**src/logic/dart_pkg.sv**
```systemverilog
// shared constants, command encodings and helpers for both ends
// assumes one 100 MHz clock shared by controller and memory model
`default_nettype none
package dart_pkg;
  // clock and bus geometry
  localparam int TCK_NS = 10;
  localparam int NUM_BANKS = 8;
  localparam int BANK_W = 3;
  localparam int ADDR_W = 14;
  localparam int COL_W = 10;
  localparam int AP_BIT = 10;
  localparam int CNT_W = 8;
  localparam int REFI_W = 16;
  localparam int DEBT_W = 4;

  // mode defaults
  localparam int CL_DEF = 3;
  localparam int AL_DEF = 0;
  localparam int BL_DEF = 4;
  localparam int WR_DEF = 3;
  localparam int WR_MIN = 2;
  localparam int WR_MAX = 6;

  // analog times in ns
  localparam int T_RP_NS = 15;
  localparam int T_RPALL_NS = 15;
  localparam int T_RAS_NS = 45;
  localparam int T_RC_NS = 60;
  localparam int T_RCD_NS = 15;
  localparam int T_RTP_NS = 8;
  localparam int T_WTR_NS = 8;
  localparam int T_WR_NS = 15;
  localparam int T_RFC_NS = 130;
  localparam int T_REFI_NS = 7800;

  // least time in ns to whole cycles, never below one
  function automatic int dart_cyc(input int ns);
    int c;
    c = (ns + TCK_NS - 1) / TCK_NS;
    return (c < 1) ? 1 : c;
  endfunction

  localparam int RP_CYC = dart_cyc(T_RP_NS);
  localparam int RPALL_CYC = dart_cyc(T_RPALL_NS);
  localparam int RAS_CYC = dart_cyc(T_RAS_NS);
  localparam int RC_CYC = dart_cyc(T_RC_NS);
  localparam int RCD_CYC = dart_cyc(T_RCD_NS);
  localparam int RTP_CYC = dart_cyc(T_RTP_NS);
  localparam int WTR_CYC = dart_cyc(T_WTR_NS);
  localparam int WRA_CYC = dart_cyc(T_WR_NS);
  localparam int RFC_CYC = dart_cyc(T_RFC_NS);
  localparam int REFI_CYC = T_REFI_NS / TCK_NS;

  // spacing constants
  localparam int RTP_FLOOR = 2;
  localparam int RTP_OFFSET = 2;
  localparam int RD_WR_EXTRA = 2;
  localparam int PRE_GAP_CYC = 1;
  localparam int POSTED_MAX = 8;

  // {cs_n, ras_n, cas_n, we_n}
  localparam logic [3:0] CMD_DESEL = 4'hF;
  localparam logic [3:0] CMD_NOP = 4'h7;
  localparam logic [3:0] CMD_ACT = 4'h3;
  localparam logic [3:0] CMD_RD = 4'h5;
  localparam logic [3:0] CMD_WR = 4'h4;
  localparam logic [3:0] CMD_PRE = 4'h2;
  localparam logic [3:0] CMD_REF = 4'h1;

  typedef enum {C_NOP, C_ACT, C_RD, C_WR, C_PRE, C_REF, C_OTHER} dart_cmd_t;

  // pin pattern to command
  function automatic dart_cmd_t dart_decode(input logic [3:0] p);
    if (p[3])
      return C_NOP;
    unique case (p)
      CMD_NOP: return C_NOP;
      CMD_ACT: return C_ACT;
      CMD_RD: return C_RD;
      CMD_WR: return C_WR;
      CMD_PRE: return C_PRE;
      CMD_REF: return C_REF;
      default: return C_OTHER;
    endcase
  endfunction

  // the longer of two remaining waits
  function automatic logic [CNT_W-1:0] dart_later(
    input logic [CNT_W-1:0] a,
    input logic [CNT_W-1:0] b
  );
    return (a > b) ? a : b;
  endfunction
endpackage
`default_nettype wire

```
**src/logic/dart_if.sv**
```systemverilog
// command and address pins between controller and memory
// assumes both ends sample on the same rising clock edge
`default_nettype none
interface dart_if;
  logic cs_n;
  logic ras_n;
  logic cas_n;
  logic we_n;
  logic [dart_pkg::ADDR_W-1:0] addr;
  logic [dart_pkg::BANK_W-1:0] ba;

  modport ctrl (output cs_n, ras_n, cas_n, we_n, addr, ba);
  modport dram (input cs_n, ras_n, cas_n, we_n, addr, ba);
endinterface
`default_nettype wire

```
**src/logic/dart_ctrl_end.sv**
```systemverilog
// controller end: turns user requests into timed memory commands
// assumes the memory samples the pins on the next rising edge
`default_nettype none
module dart_ctrl_end #(
  parameter int CL = dart_pkg::CL_DEF,
  parameter int AL = dart_pkg::AL_DEF,
  parameter int BL = dart_pkg::BL_DEF,
  parameter int WR = dart_pkg::WR_DEF
) (
  input wire logic clk,
  input wire logic rst,
  dart_if.ctrl link,
  input wire logic req_valid,
  input wire logic req_write,
  input wire logic req_ap,
  input wire logic [dart_pkg::BANK_W-1:0] req_bank,
  input wire logic [dart_pkg::ADDR_W-1:0] req_row,
  input wire logic [dart_pkg::COL_W-1:0] req_col,
  output logic req_ack,
  output logic col_issued,
  output logic [dart_pkg::DEBT_W-1:0] refresh_debt
);
  import dart_pkg::*;

  localparam int WL = AL + CL - 1;
  localparam int BL2 = BL / 2;
  localparam int RTP_EFF = (RTP_CYC > RTP_FLOOR) ? RTP_CYC : RTP_FLOOR;
  localparam int RD_PRE = AL + BL2 + RTP_EFF - RTP_OFFSET;
  localparam int WR_PRE = WL + BL2 + WRA_CYC;
  localparam int WRAP_PRE = WL + BL2 + WR;
  localparam int WRAP_ACT = WRAP_PRE + RP_CYC;
  localparam int RDAP_ACT = RD_PRE + RP_CYC;
  localparam int WR_TO_RD = CL - 1 + BL2 + WTR_CYC;
  localparam int RD_TO_WR = BL2 + RD_WR_EXTRA;

  if (WR < WR_MIN || WR > WR_MAX || WR * TCK_NS < T_WR_NS)
    $error("write recovery setting illegal");
  if (BL != 4 && BL != 8)
    $error("burst length must be 4 or 8");
  if (COL_W > AP_BIT)
    $error("column must fit below the auto-precharge bit");
  if (WRAP_ACT >= (1 << CNT_W) || RFC_CYC >= (1 << CNT_W))
    $error("timing count too wide for counters");

  typedef enum {ST_IDLE, ST_ROW, ST_COL, ST_REF} dart_state_t;
  dart_state_t state_q, state_d;

  logic [NUM_BANKS-1:0] open_q;
  logic [ADDR_W-1:0] row_q [NUM_BANKS];
  logic [CNT_W-1:0] act_blk_q [NUM_BANKS];
  logic [CNT_W-1:0] pre_blk_q [NUM_BANKS];
  logic [CNT_W-1:0] col_blk_q [NUM_BANKS];
  logic [CNT_W-1:0] ap_blk_q [NUM_BANKS];
  logic [CNT_W-1:0] rd_blk_q, wr_blk_q, pre_gap_q;
  logic [REFI_W-1:0] refi_q;
  logic wr_q, ap_q;
  logic [BANK_W-1:0] bank_q;
  logic [ADDR_W-1:0] rrow_q;
  logic [COL_W-1:0] col_q;
  logic iss_act, iss_rd, iss_wr, iss_pre, iss_preall, iss_ref;
  logic any_ap, all_act_ok, all_pre_ok, refi_tick;

  // readiness summaries across banks
  always_comb
  begin
    any_ap = 1'b0;
    all_act_ok = 1'b1;
    all_pre_ok = 1'b1;
    for (int b = 0; b < NUM_BANKS; b++)
    begin
      any_ap = any_ap || (ap_blk_q[b] != '0);
      all_act_ok = all_act_ok && (act_blk_q[b] == '0);
      all_pre_ok = all_pre_ok && (!open_q[b] || pre_blk_q[b] == '0);
    end
  end

  // command sequencer
  always_comb
  begin
    state_d = state_q;
    iss_act = 1'b0;
    iss_rd = 1'b0;
    iss_wr = 1'b0;
    iss_pre = 1'b0;
    iss_preall = 1'b0;
    iss_ref = 1'b0;
    unique case (state_q)
      ST_IDLE:
        if (refresh_debt >= DEBT_W'(POSTED_MAX))
          state_d = ST_REF;
        else if (req_valid)
          state_d = ST_ROW;
        else if (refresh_debt != '0)
          state_d = ST_REF;
      ST_ROW:
        if (open_q[bank_q] && row_q[bank_q] == rrow_q)
          state_d = ST_COL;
        else if (open_q[bank_q])
          iss_pre = (pre_blk_q[bank_q] == '0) && (pre_gap_q == '0);
        else if (act_blk_q[bank_q] == '0)
        begin
          iss_act = 1'b1;
          state_d = ST_COL;
        end
      ST_COL:
        if (col_blk_q[bank_q] == '0 &&
            (wr_q ? wr_blk_q == '0 : rd_blk_q == '0))
        begin
          iss_wr = wr_q;
          iss_rd = !wr_q;
          state_d = ST_IDLE;
        end
      ST_REF:
        if (open_q != '0)
          iss_preall = !any_ap && all_pre_ok && (pre_gap_q == '0);
        else if (all_act_ok)
        begin
          iss_ref = 1'b1;
          state_d = ST_IDLE;
        end
    endcase
  end

  // state and request capture
  always_ff @(posedge clk or posedge rst)
    if (rst)
    begin
      state_q <= ST_IDLE;
      wr_q <= 1'b0;
      ap_q <= 1'b0;
      bank_q <= '0;
      rrow_q <= '0;
      col_q <= '0;
    end
    else
    begin
      state_q <= state_d;
      if (state_q == ST_IDLE && state_d == ST_ROW)
      begin
        wr_q <= req_write;
        ap_q <= req_ap;
        bank_q <= req_bank;
        rrow_q <= req_row;
        col_q <= req_col;
      end
    end

  // per-bank timers: activate and precharge waits keep the longer of old and new
  always_ff @(posedge clk or posedge rst)
    if (rst)
    begin
      open_q <= '0;
      for (int b = 0; b < NUM_BANKS; b++)
      begin
        row_q[b] <= '0;
        act_blk_q[b] <= '0;
        pre_blk_q[b] <= '0;
        col_blk_q[b] <= '0;
        ap_blk_q[b] <= '0;
      end
    end
    else
      for (int b = 0; b < NUM_BANKS; b++)
      begin
        logic [CNT_W-1:0] a, p, c, w;
        logic hit;
        a = (act_blk_q[b] != '0) ? act_blk_q[b] - 1'b1 : '0;
        p = (pre_blk_q[b] != '0) ? pre_blk_q[b] - 1'b1 : '0;
        c = (col_blk_q[b] != '0) ? col_blk_q[b] - 1'b1 : '0;
        w = (ap_blk_q[b] != '0) ? ap_blk_q[b] - 1'b1 : '0;
        hit = (bank_q == BANK_W'(b));
        if (iss_act && hit)
        begin
          open_q[b] <= 1'b1;
          row_q[b] <= rrow_q;
          a = dart_later(a, CNT_W'(RC_CYC));
          p = dart_later(p, CNT_W'(RAS_CYC));
          c = CNT_W'(RCD_CYC);
        end
        if (iss_rd && hit)
        begin
          p = dart_later(p, CNT_W'(RD_PRE));
          if (ap_q)
          begin
            open_q[b] <= 1'b0;
            a = dart_later(a, CNT_W'(RDAP_ACT));
            w = CNT_W'(RD_PRE);
          end
        end
        if (iss_wr && hit)
        begin
          p = dart_later(p, CNT_W'(WR_PRE));
          if (ap_q)
          begin
            open_q[b] <= 1'b0;
            a = dart_later(a, CNT_W'(WRAP_ACT));
            w = CNT_W'(WRAP_PRE);
          end
        end
        if (iss_pre && hit)
        begin
          open_q[b] <= 1'b0;
          a = dart_later(a, CNT_W'(RP_CYC));
        end
        if (iss_preall)
        begin
          open_q[b] <= 1'b0;
          a = dart_later(a, CNT_W'(RPALL_CYC));
        end
        if (iss_ref)
          a = dart_later(a, CNT_W'(RFC_CYC));
        act_blk_q[b] <= a;
        pre_blk_q[b] <= p;
        col_blk_q[b] <= c;
        ap_blk_q[b] <= w;
      end

  // shared column and precharge spacing
  always_ff @(posedge clk or posedge rst)
    if (rst)
    begin
      rd_blk_q <= '0;
      wr_blk_q <= '0;
      pre_gap_q <= '0;
    end
    else
    begin
      if (iss_wr)
      begin
        rd_blk_q <= CNT_W'(WR_TO_RD);
        wr_blk_q <= CNT_W'(BL2);
      end
      else if (iss_rd)
      begin
        rd_blk_q <= CNT_W'(BL2);
        wr_blk_q <= CNT_W'(RD_TO_WR);
      end
      else
      begin
        rd_blk_q <= (rd_blk_q != '0) ? rd_blk_q - 1'b1 : '0;
        wr_blk_q <= (wr_blk_q != '0) ? wr_blk_q - 1'b1 : '0;
      end
      if (iss_pre || iss_preall)
        pre_gap_q <= CNT_W'(PRE_GAP_CYC);
      else if (pre_gap_q != '0)
        pre_gap_q <= pre_gap_q - 1'b1;
    end

  // refresh interval timer and debt; a tick in the issue cycle counts
  assign refi_tick = (refi_q == '0);
  always_ff @(posedge clk or posedge rst)
    if (rst)
    begin
      refi_q <= REFI_W'(REFI_CYC - 1);
      refresh_debt <= '0;
    end
    else
    begin
      refi_q <= refi_tick ? REFI_W'(REFI_CYC - 1) : refi_q - 1'b1;
      if (refi_tick && !iss_ref && refresh_debt != DEBT_W'(POSTED_MAX + 1))
        refresh_debt <= refresh_debt + 1'b1;
      else if (iss_ref && !refi_tick)
        refresh_debt <= refresh_debt - 1'b1;
    end

  // command pins, nop when nothing is issued
  always_ff @(posedge clk or posedge rst)
    if (rst)
    begin
      {link.cs_n, link.ras_n, link.cas_n, link.we_n} <= CMD_DESEL;
      link.addr <= '0;
      link.ba <= '0;
    end
    else
    begin
      {link.cs_n, link.ras_n, link.cas_n, link.we_n} <= CMD_NOP;
      link.addr <= '0;
      link.ba <= bank_q;
      if (iss_act)
      begin
        {link.cs_n, link.ras_n, link.cas_n, link.we_n} <= CMD_ACT;
        link.addr <= rrow_q;
      end
      else if (iss_rd || iss_wr)
      begin
        {link.cs_n, link.ras_n, link.cas_n, link.we_n} <=
          iss_wr ? CMD_WR : CMD_RD;
        link.addr <= {{(ADDR_W - COL_W){1'b0}}, col_q} |
          (ADDR_W'(ap_q) << AP_BIT);
      end
      else if (iss_pre || iss_preall)
      begin
        {link.cs_n, link.ras_n, link.cas_n, link.we_n} <= CMD_PRE;
        link.addr <= ADDR_W'(iss_preall) << AP_BIT;
      end
      else if (iss_ref)
        {link.cs_n, link.ras_n, link.cas_n, link.we_n} <= CMD_REF;
    end

  // user handshake pulses
  always_ff @(posedge clk or posedge rst)
    if (rst)
    begin
      req_ack <= 1'b0;
      col_issued <= 1'b0;
    end
    else
    begin
      req_ack <= (state_q == ST_IDLE) && (state_d == ST_ROW);
      col_issued <= iss_rd || iss_wr;
    end
endmodule
`default_nettype wire

```
**src/flat_wrapper.sv**
```systemverilog
// flat-port wrapper written by rule: the top's interface ports become plain ports
module dart_ctrl_end_flat import dart_pkg::*;
#(
  parameter int CL = dart_pkg::CL_DEF,
  parameter int AL = dart_pkg::AL_DEF,
  parameter int BL = dart_pkg::BL_DEF,
  parameter int WR = dart_pkg::WR_DEF
)
  (clk, rst, req_valid, req_write, req_ap, req_bank, req_row, req_col, req_ack, col_issued, refresh_debt, link_cs_n, link_ras_n, link_cas_n, link_we_n, link_addr, link_ba);
  dart_if link_i ();
  input wire logic clk;
  input wire logic rst;
  input wire logic req_valid;
  input wire logic req_write;
  input wire logic req_ap;
  input wire logic [dart_pkg::BANK_W-1:0] req_bank;
  input wire logic [dart_pkg::ADDR_W-1:0] req_row;
  input wire logic [dart_pkg::COL_W-1:0] req_col;
  output logic req_ack;
  output logic col_issued;
  output logic [dart_pkg::DEBT_W-1:0] refresh_debt;
  output wire logic [$bits(link_i.cs_n)-1:0] link_cs_n;
  output wire logic [$bits(link_i.ras_n)-1:0] link_ras_n;
  output wire logic [$bits(link_i.cas_n)-1:0] link_cas_n;
  output wire logic [$bits(link_i.we_n)-1:0] link_we_n;
  output wire logic [$bits(link_i.addr)-1:0] link_addr;
  output wire logic [$bits(link_i.ba)-1:0] link_ba;
  assign link_cs_n = link_i.cs_n;
  assign link_ras_n = link_i.ras_n;
  assign link_cas_n = link_i.cas_n;
  assign link_we_n = link_i.we_n;
  assign link_addr = link_i.addr;
  assign link_ba = link_i.ba;
  dart_ctrl_end #(.CL(CL), .AL(AL), .BL(BL), .WR(WR)) u_core (.clk(clk), .rst(rst), .link(link_i), .req_valid(req_valid), .req_write(req_write), .req_ap(req_ap), .req_bank(req_bank), .req_row(req_row), .req_col(req_col), .req_ack(req_ack), .col_issued(col_issued), .refresh_debt(refresh_debt));
endmodule
```
**config.mk**
```make
export PLATFORM = sky130hd
export DESIGN_NAME = dart_ctrl_end_flat
export DESIGN_NICKNAME = d
export VERILOG_FILES = /design/src/logic/dart_pkg.sv /design/src/logic/dart_if.sv /design/src/logic/dart_ctrl_end.sv /design/src/flat_wrapper.sv
export SDC_FILE = /design/constraint.sdc
export NUM_CORES = 1
export LEC_CHECK = 0
export BUFFER_PORTS_ARGS = -buffer_cell sky130_fd_sc_hd__buf_2
export CAP_MARGIN = 20
export CORE_MARGIN = 2
export CORE_UTILIZATION = 40
export DETAILED_ROUTE_END_ITERATION = 10
export PLACE_DENSITY_LB_ADDON = 0.15
export SYNTH_ARGS = -nofsm -noshare
export SYNTH_HDL_FRONTEND = slang
export SYNTH_SLANG_ARGS = --single-unit
```
**constraint.sdc**
```tcl
create_clock -name clk -period 24.5 [get_ports clk]
set_input_delay 7.35 -clock clk [delete_from_list [all_inputs] [get_ports clk]]
set_output_delay 7.35 -clock clk [all_outputs]
set_load 0.05 [all_outputs]
```
=== After elaboration in Yosys (flattened, before gate mapping) ===
Cells that the tools add are included.
Widths: inputs -> output; s select.

* Add/subtract/negate cells: 38
* Shifts and indexed selects: 0
* Muxes and demuxes: 356
* Multipliers: 0
* Div/mod/pow operators: 0
* Bitwise logic cells: 2
* Reduce and logical (&&, ||, !) cells: 149
* Equality and inequality tests: 13
* Magnitude comparators: 75

{| class="wikitable"
|+ Operator list
! cell !! number
|-
| $mux 8 || 246
|-
| $mux 32 || 9
|-
| $reduce_bool 8->1 || 36
|-
| $sub 8x1->8 const B || 35
|-
| $gt 8x3->1 const B || 32
|-
| $gt 8x2->1 const B || 24
|-
| $logic_not 8->1 || 22
|-
| $gt 8x4->1 const B || 16
|-
| $pmux 32 s4 || 1
|-
| $eq 32x2->1 const B || 3
|-
| $mux 1 || 87
|-
| $bmux 8 s3 || 3
|-
| $logic_not 32->1 || 2
|-
| $mux 14 || 4
|-
| $logic_and 1x1->1 || 55
|-
| $bmux 14 s3 || 1
|-
| $eq 32x1->1 const B || 1
|-
| $logic_or 1x1->1 || 17
|-
| $logic_not 16->1 || 1
|-
| $mux 16 || 1
|-
| $sub 16x1->16 const B || 1
|-
| $eq 14x14->1 || 1
|-
| $eq 3x3->1 const B || 4
|-
| $logic_not 1->1 || 12
|-
| other kinds (15) || 19
|}

* Logic and storage cells: 693
* Bits in latches: 0
* Memory bits (writable): 0
* Bits of input ports: 32
* Output and inout bits: 27
* ROM bits: 0
* Memories kept: 0
* Register bits: 504

=== Depth between registers and ports, before layout ===
* Depth in word-level cells: 28
* Mapped depth: 16
* Gate-level depth less buffers: 15

=== Least setup slack after synthesis ===
OpenSTA, ideal clock, no wires.

* Kind: in2reg
* From: input port req_valid
* To: register u_core.bank_q[2]
* Data required time: 24.375 ns
* Setup time: 0.125 ns
* Setup slack: 15.794 ns
* Path buffers: 1
* Arrival: 8.581 ns
* Stages on the path: 6
* Cells stage by stage: nor3b_1 > nand2b_1 > a21boi_1 > a21o_1 > buf_4 > mux2_2

* Longest elaborated chain between the ends: 5

{| class="wikitable"
|+ Ends and longest elaborated chain
! element !! line !! RTL
|-
| start, declared || flat_wrapper.sv:13 || <nowiki>input wire logic req_valid;</nowiki>
|-
| $mux 32 || dart_ctrl_end.sv:91 || <nowiki>else if (req_valid)</nowiki>
|-
| $mux 32 || dart_ctrl_end.sv:89 || <nowiki>if (refresh_debt >= DEBT_W'(POSTED_MAX))</nowiki>
|-
| $pmux 32 s4 || dart_ctrl_end.sv:87 || <nowiki>unique case (state_q)</nowiki>
|-
| $eq 32x2->1 || dart_ctrl_end.sv:138 || <nowiki>if (state_q == ST_IDLE && state_d == ST_ROW)</nowiki>
|-
| $logic_and 1x1->1 || dart_ctrl_end.sv:138 ||
|-
| end signal, assigned || dart_ctrl_end.sv:142 || <nowiki>bank_q <= req_bank;</nowiki>
|-
| end, declared || dart_ctrl_end.sv:57 || <nowiki>logic [BANK_W-1:0] bank_q;</nowiki>
|}

Every way passes these cells.
A chain may end at the register's enable or synchronous reset.

=== Final worst setup path ===
* From: input port req_valid
* To: register u_core.col_q[4]

* Longest elaborated chain between the ends: 5

{| class="wikitable"
|+ Ends and longest elaborated chain
! element !! line !! RTL
|-
| $mux 32 || dart_ctrl_end.sv:91 ||
|-
| $mux 32 || dart_ctrl_end.sv:89 ||
|-
| $pmux 32 s4 || dart_ctrl_end.sv:87 ||
|-
| $eq 32x2->1 || dart_ctrl_end.sv:138 ||
|-
| $logic_and 1x1->1 || dart_ctrl_end.sv:138 ||
|-
| end signal, assigned || dart_ctrl_end.sv:144 || <nowiki>col_q <= req_col;</nowiki>
|-
| end, declared || dart_ctrl_end.sv:59 || <nowiki>logic [COL_W-1:0] col_q;</nowiki>
|}

Every way passes these cells.

==> results_dict.tcl <==
set metrics [dict create \
    outcome "completed" \
    portBuffers 58 \
    drtIter0Drc 1133 \
    synth_most_common_cell "dfrtp_1" \
    min_path_type "reg -> reg" \
    period_share_pct 38.4 \
    synth_common_cells "dfrtp_1, nor2_1, nand2_1, mux2_2, nor3_1" \
    path_delay_family "compound AO/OA/AOI/OAI gates" \
    grt_pass1_wl_um 110000 \
    rows 94 \
    io_pins 59 \
    crit_start "req_valid" \
    power_mw 4.01 \
    crit_type "in -> reg" \
    cts_tree "built" \
    final_cells 3557 \
    grt_pass1_vias 19800 \
    h-tree-depth 2 \
    path_cells "buf_2 > nor3b_1 > nand2b_1 > a21boi_1 > a21o_2 > mux2_2" \
    placed_cells 3447 \
    skew_ps 40.7 \
    fin_tns_setup_ps 0 \
    slowest_stage "a21o_2" \
    die_y_um 262 \
    ys.flop_type "dfrtp_1" \
    clockRootBuffer "clkbuf_16" \
    required_ps 25010 \
    synth_top_area_share_pct 46.7 \
    synth_edf_count 0 \
    wire_per_inst_um 19.3 \
    synth.distinct_cells 121 \
    ys_ff_latch 504 \
    drt_wl_total_um 68600 \
    track_usage_pct 20.4 \
    timing.rr.start "u_core.bank_q[1]" \
    core_sq_um 65700 \
    syn-num-nets 2682 \
    drc_errors 0 \
    vias 19600 \
    die_area_sq_um 68400 \
    powerDensity_nw_per_um2 135 \
    yosys.area.top_type "dfrtp_1" \
    grt-ovfl-total 0 \
    yosys_warnings 0 \
    antenna_found_initial 0 \
    worst-path-buf-inv 1 \
    ys_top_cells_by_area "dfrtp_1, mux2_2, nor2_1" \
    critical_path_arrival_ps 9910 \
    hpwl_um 46100 \
    rsz0062_at_grt "no" \
    grt_max_degree 131 \
    fin_area_sq_um 29700 \
    netlist_instances 2594 \
    cts_buffer_depth 3 \
    synth_area_per_cell_sq_um 10.2 \
    drive_gt1_share_pct 17.2 \
    seq_area_sq_um 12600 \
    p_leak_nw 13.3 \
    viasPerCell 5.52 \
    finalHoldViolCount 0 \
    cp_slowest_stage_delay_ps 750 \
    layout.nets 2733 \
    fillers 6181 \
    holdWs_ps 444 \
    fmax_ghz 0.106 \
    path_clk_slew_ps 60 \
    vdd_drop_max_mv 0.0675 \
    syn2layout_area_growth_pct 12.0 \
    die-width_um 262 \
    hp-start "u_core.col_blk_q[32]" \
    crit_path_max_fanout 30 \
    syn_area_sq_um 26500 \
    ys_seq_area_share_pct 47.6 \
    clock_latency_ps 650 \
    cts-resized-gates 0 \
    layout_min_cycle_time_ps 9400 \
    first_pass_iters 5 \
    ant_nets 0 \
    cts-buffers-inserted 57 \
    ys_async_sr_fraction_pct 100 \
    antenna-diode-count 0 \
    initial_core_util_pct 40.4 \
    place.gp.congestion 0.865 \
    postCtsSetupBuffers 0 \
    end_kind "register" \
    tightestPinTransition_ps 1020 \
    slew_headroom_pct 31.5 \
    clock_sinks 504 \
    cts_hold_buf 0 \
    drv_slew 0 \
    critPathLaunchType "input pin" \
    place_area_sq_um 27500 \
    multi_input_area_sq_um 12800 \
    finalSetupViolCount 0 \
    drv_cap 0 \
]
cells by family after synthesis:
family	Yosys count	share of synthesized area, %
compound gates	453	11.1
xor+xnor	131	4.32
fa+ha+maj	56	2.67
buf+inv	227	4.10
flops	504	47.6
mux	218	9.95
other cells	1	0.0141
simple gates	1004	20.2
path summary, 6_finish.rpt:
path / to / slack (ps) / cells after the start
worst min register to register: u_core.col_blk_q[32] / 440 / 1
worst max register to register: u_core.col_q[4] / 19580 / 10
worst min-delay path: u_core.col_blk_q[32] / 440 / 1
max in group asynchronous: u_core.pre_blk_q[29] / 15680 / 4
min in group asynchronous: u_core.pre_blk_q[16] / 6890 / 2
worst max-delay path: u_core.col_q[4] / 15100 / 6
registers in the layout (all words and copies together), names as in the netlist, 10 cells and up:
register and flops:
u_core.link.addr 14, u_core.pre_blk_q 64, u_core.rrow_q 14, u_core.ap_blk_q 64, u_core.col_q 10, u_core.refi_q 16
u_core.row_q 112, u_core.act_blk_q 64, u_core.state_q 32, u_core.col_blk_q 64
placed cells by master, fill, tap and decap left out, types with 10 or more instances in the layout:
master,count
inv_1,124
nand3_1,61
o31ai_1,32
buf_2,58
nor3_1,131
mux2_2,132
o22ai_1,26
nor3b_1,17
or2_2,20
a211oi_1,16
xor2_1,55
nor2b_1,34
xnor2_1,76
o21ai_1,11
and3_1,10
and2_1,44
a22o_1,22
mux2_1,23
nor2_1,276
a21oi_1,96
or3_1,36
mux4_2,20
or4_1,25
o21ai_0,120
clkbuf_8,17
a31oi_1,16
a21o_1,17
nand2b_1,28
ha_1,55
clkbuf_16,57
or4b_2,12
nand4_1,10
nor4_1,38
buf_4,32
nand2_1,165
or3b_2,10
mux2i_1,42
dfrtp_1,493
power by group:
part / leakage [nW] / switching [mW] / total (mW) / internal (mW)
clock network: 1.02 / 0.370 / 0.937 / 0.567
registers: 6.39 / 0.349 / 1.51 / 1.16
logic: 5.86 / 0.884 / 1.56 / 0.678
total: 13.3 / 1.60 / 4.01 / 2.41
layout make-up:
class,instances,area share (%)
multi-input cells,1863,43.2
inverters,127,1.63
well taps,864,3.64
flip-flops and latches,504,42.5
clock buffers,82,5.69
clock inverters,25,1.41
repair buffers,92,1.97
metrics by stage:
stage                     setup slack [ps]  utilization (%)
after global placement               14470             41.9
final                                15100             45.2
after floorplan                       3090                -
after global routing                 14860             45.2
after detailed placement             14390             41.9
after CTS                            15050             45.1
layer usage:
| metal | track usage (%) | wire length (um) | part of all wire, % |
|---|---|---|---|
| met5 | 0 | 0 | 0 |
| met4 | 7.13 | 2110 | 3.1 |
| met3 | 3.46 | 3050 | 4.4 |
| met2 | 34.1 | 32600 | 47 |
| met1 | 26.8 | 30900 | 45 |
(Power assumes the default switching activity.)
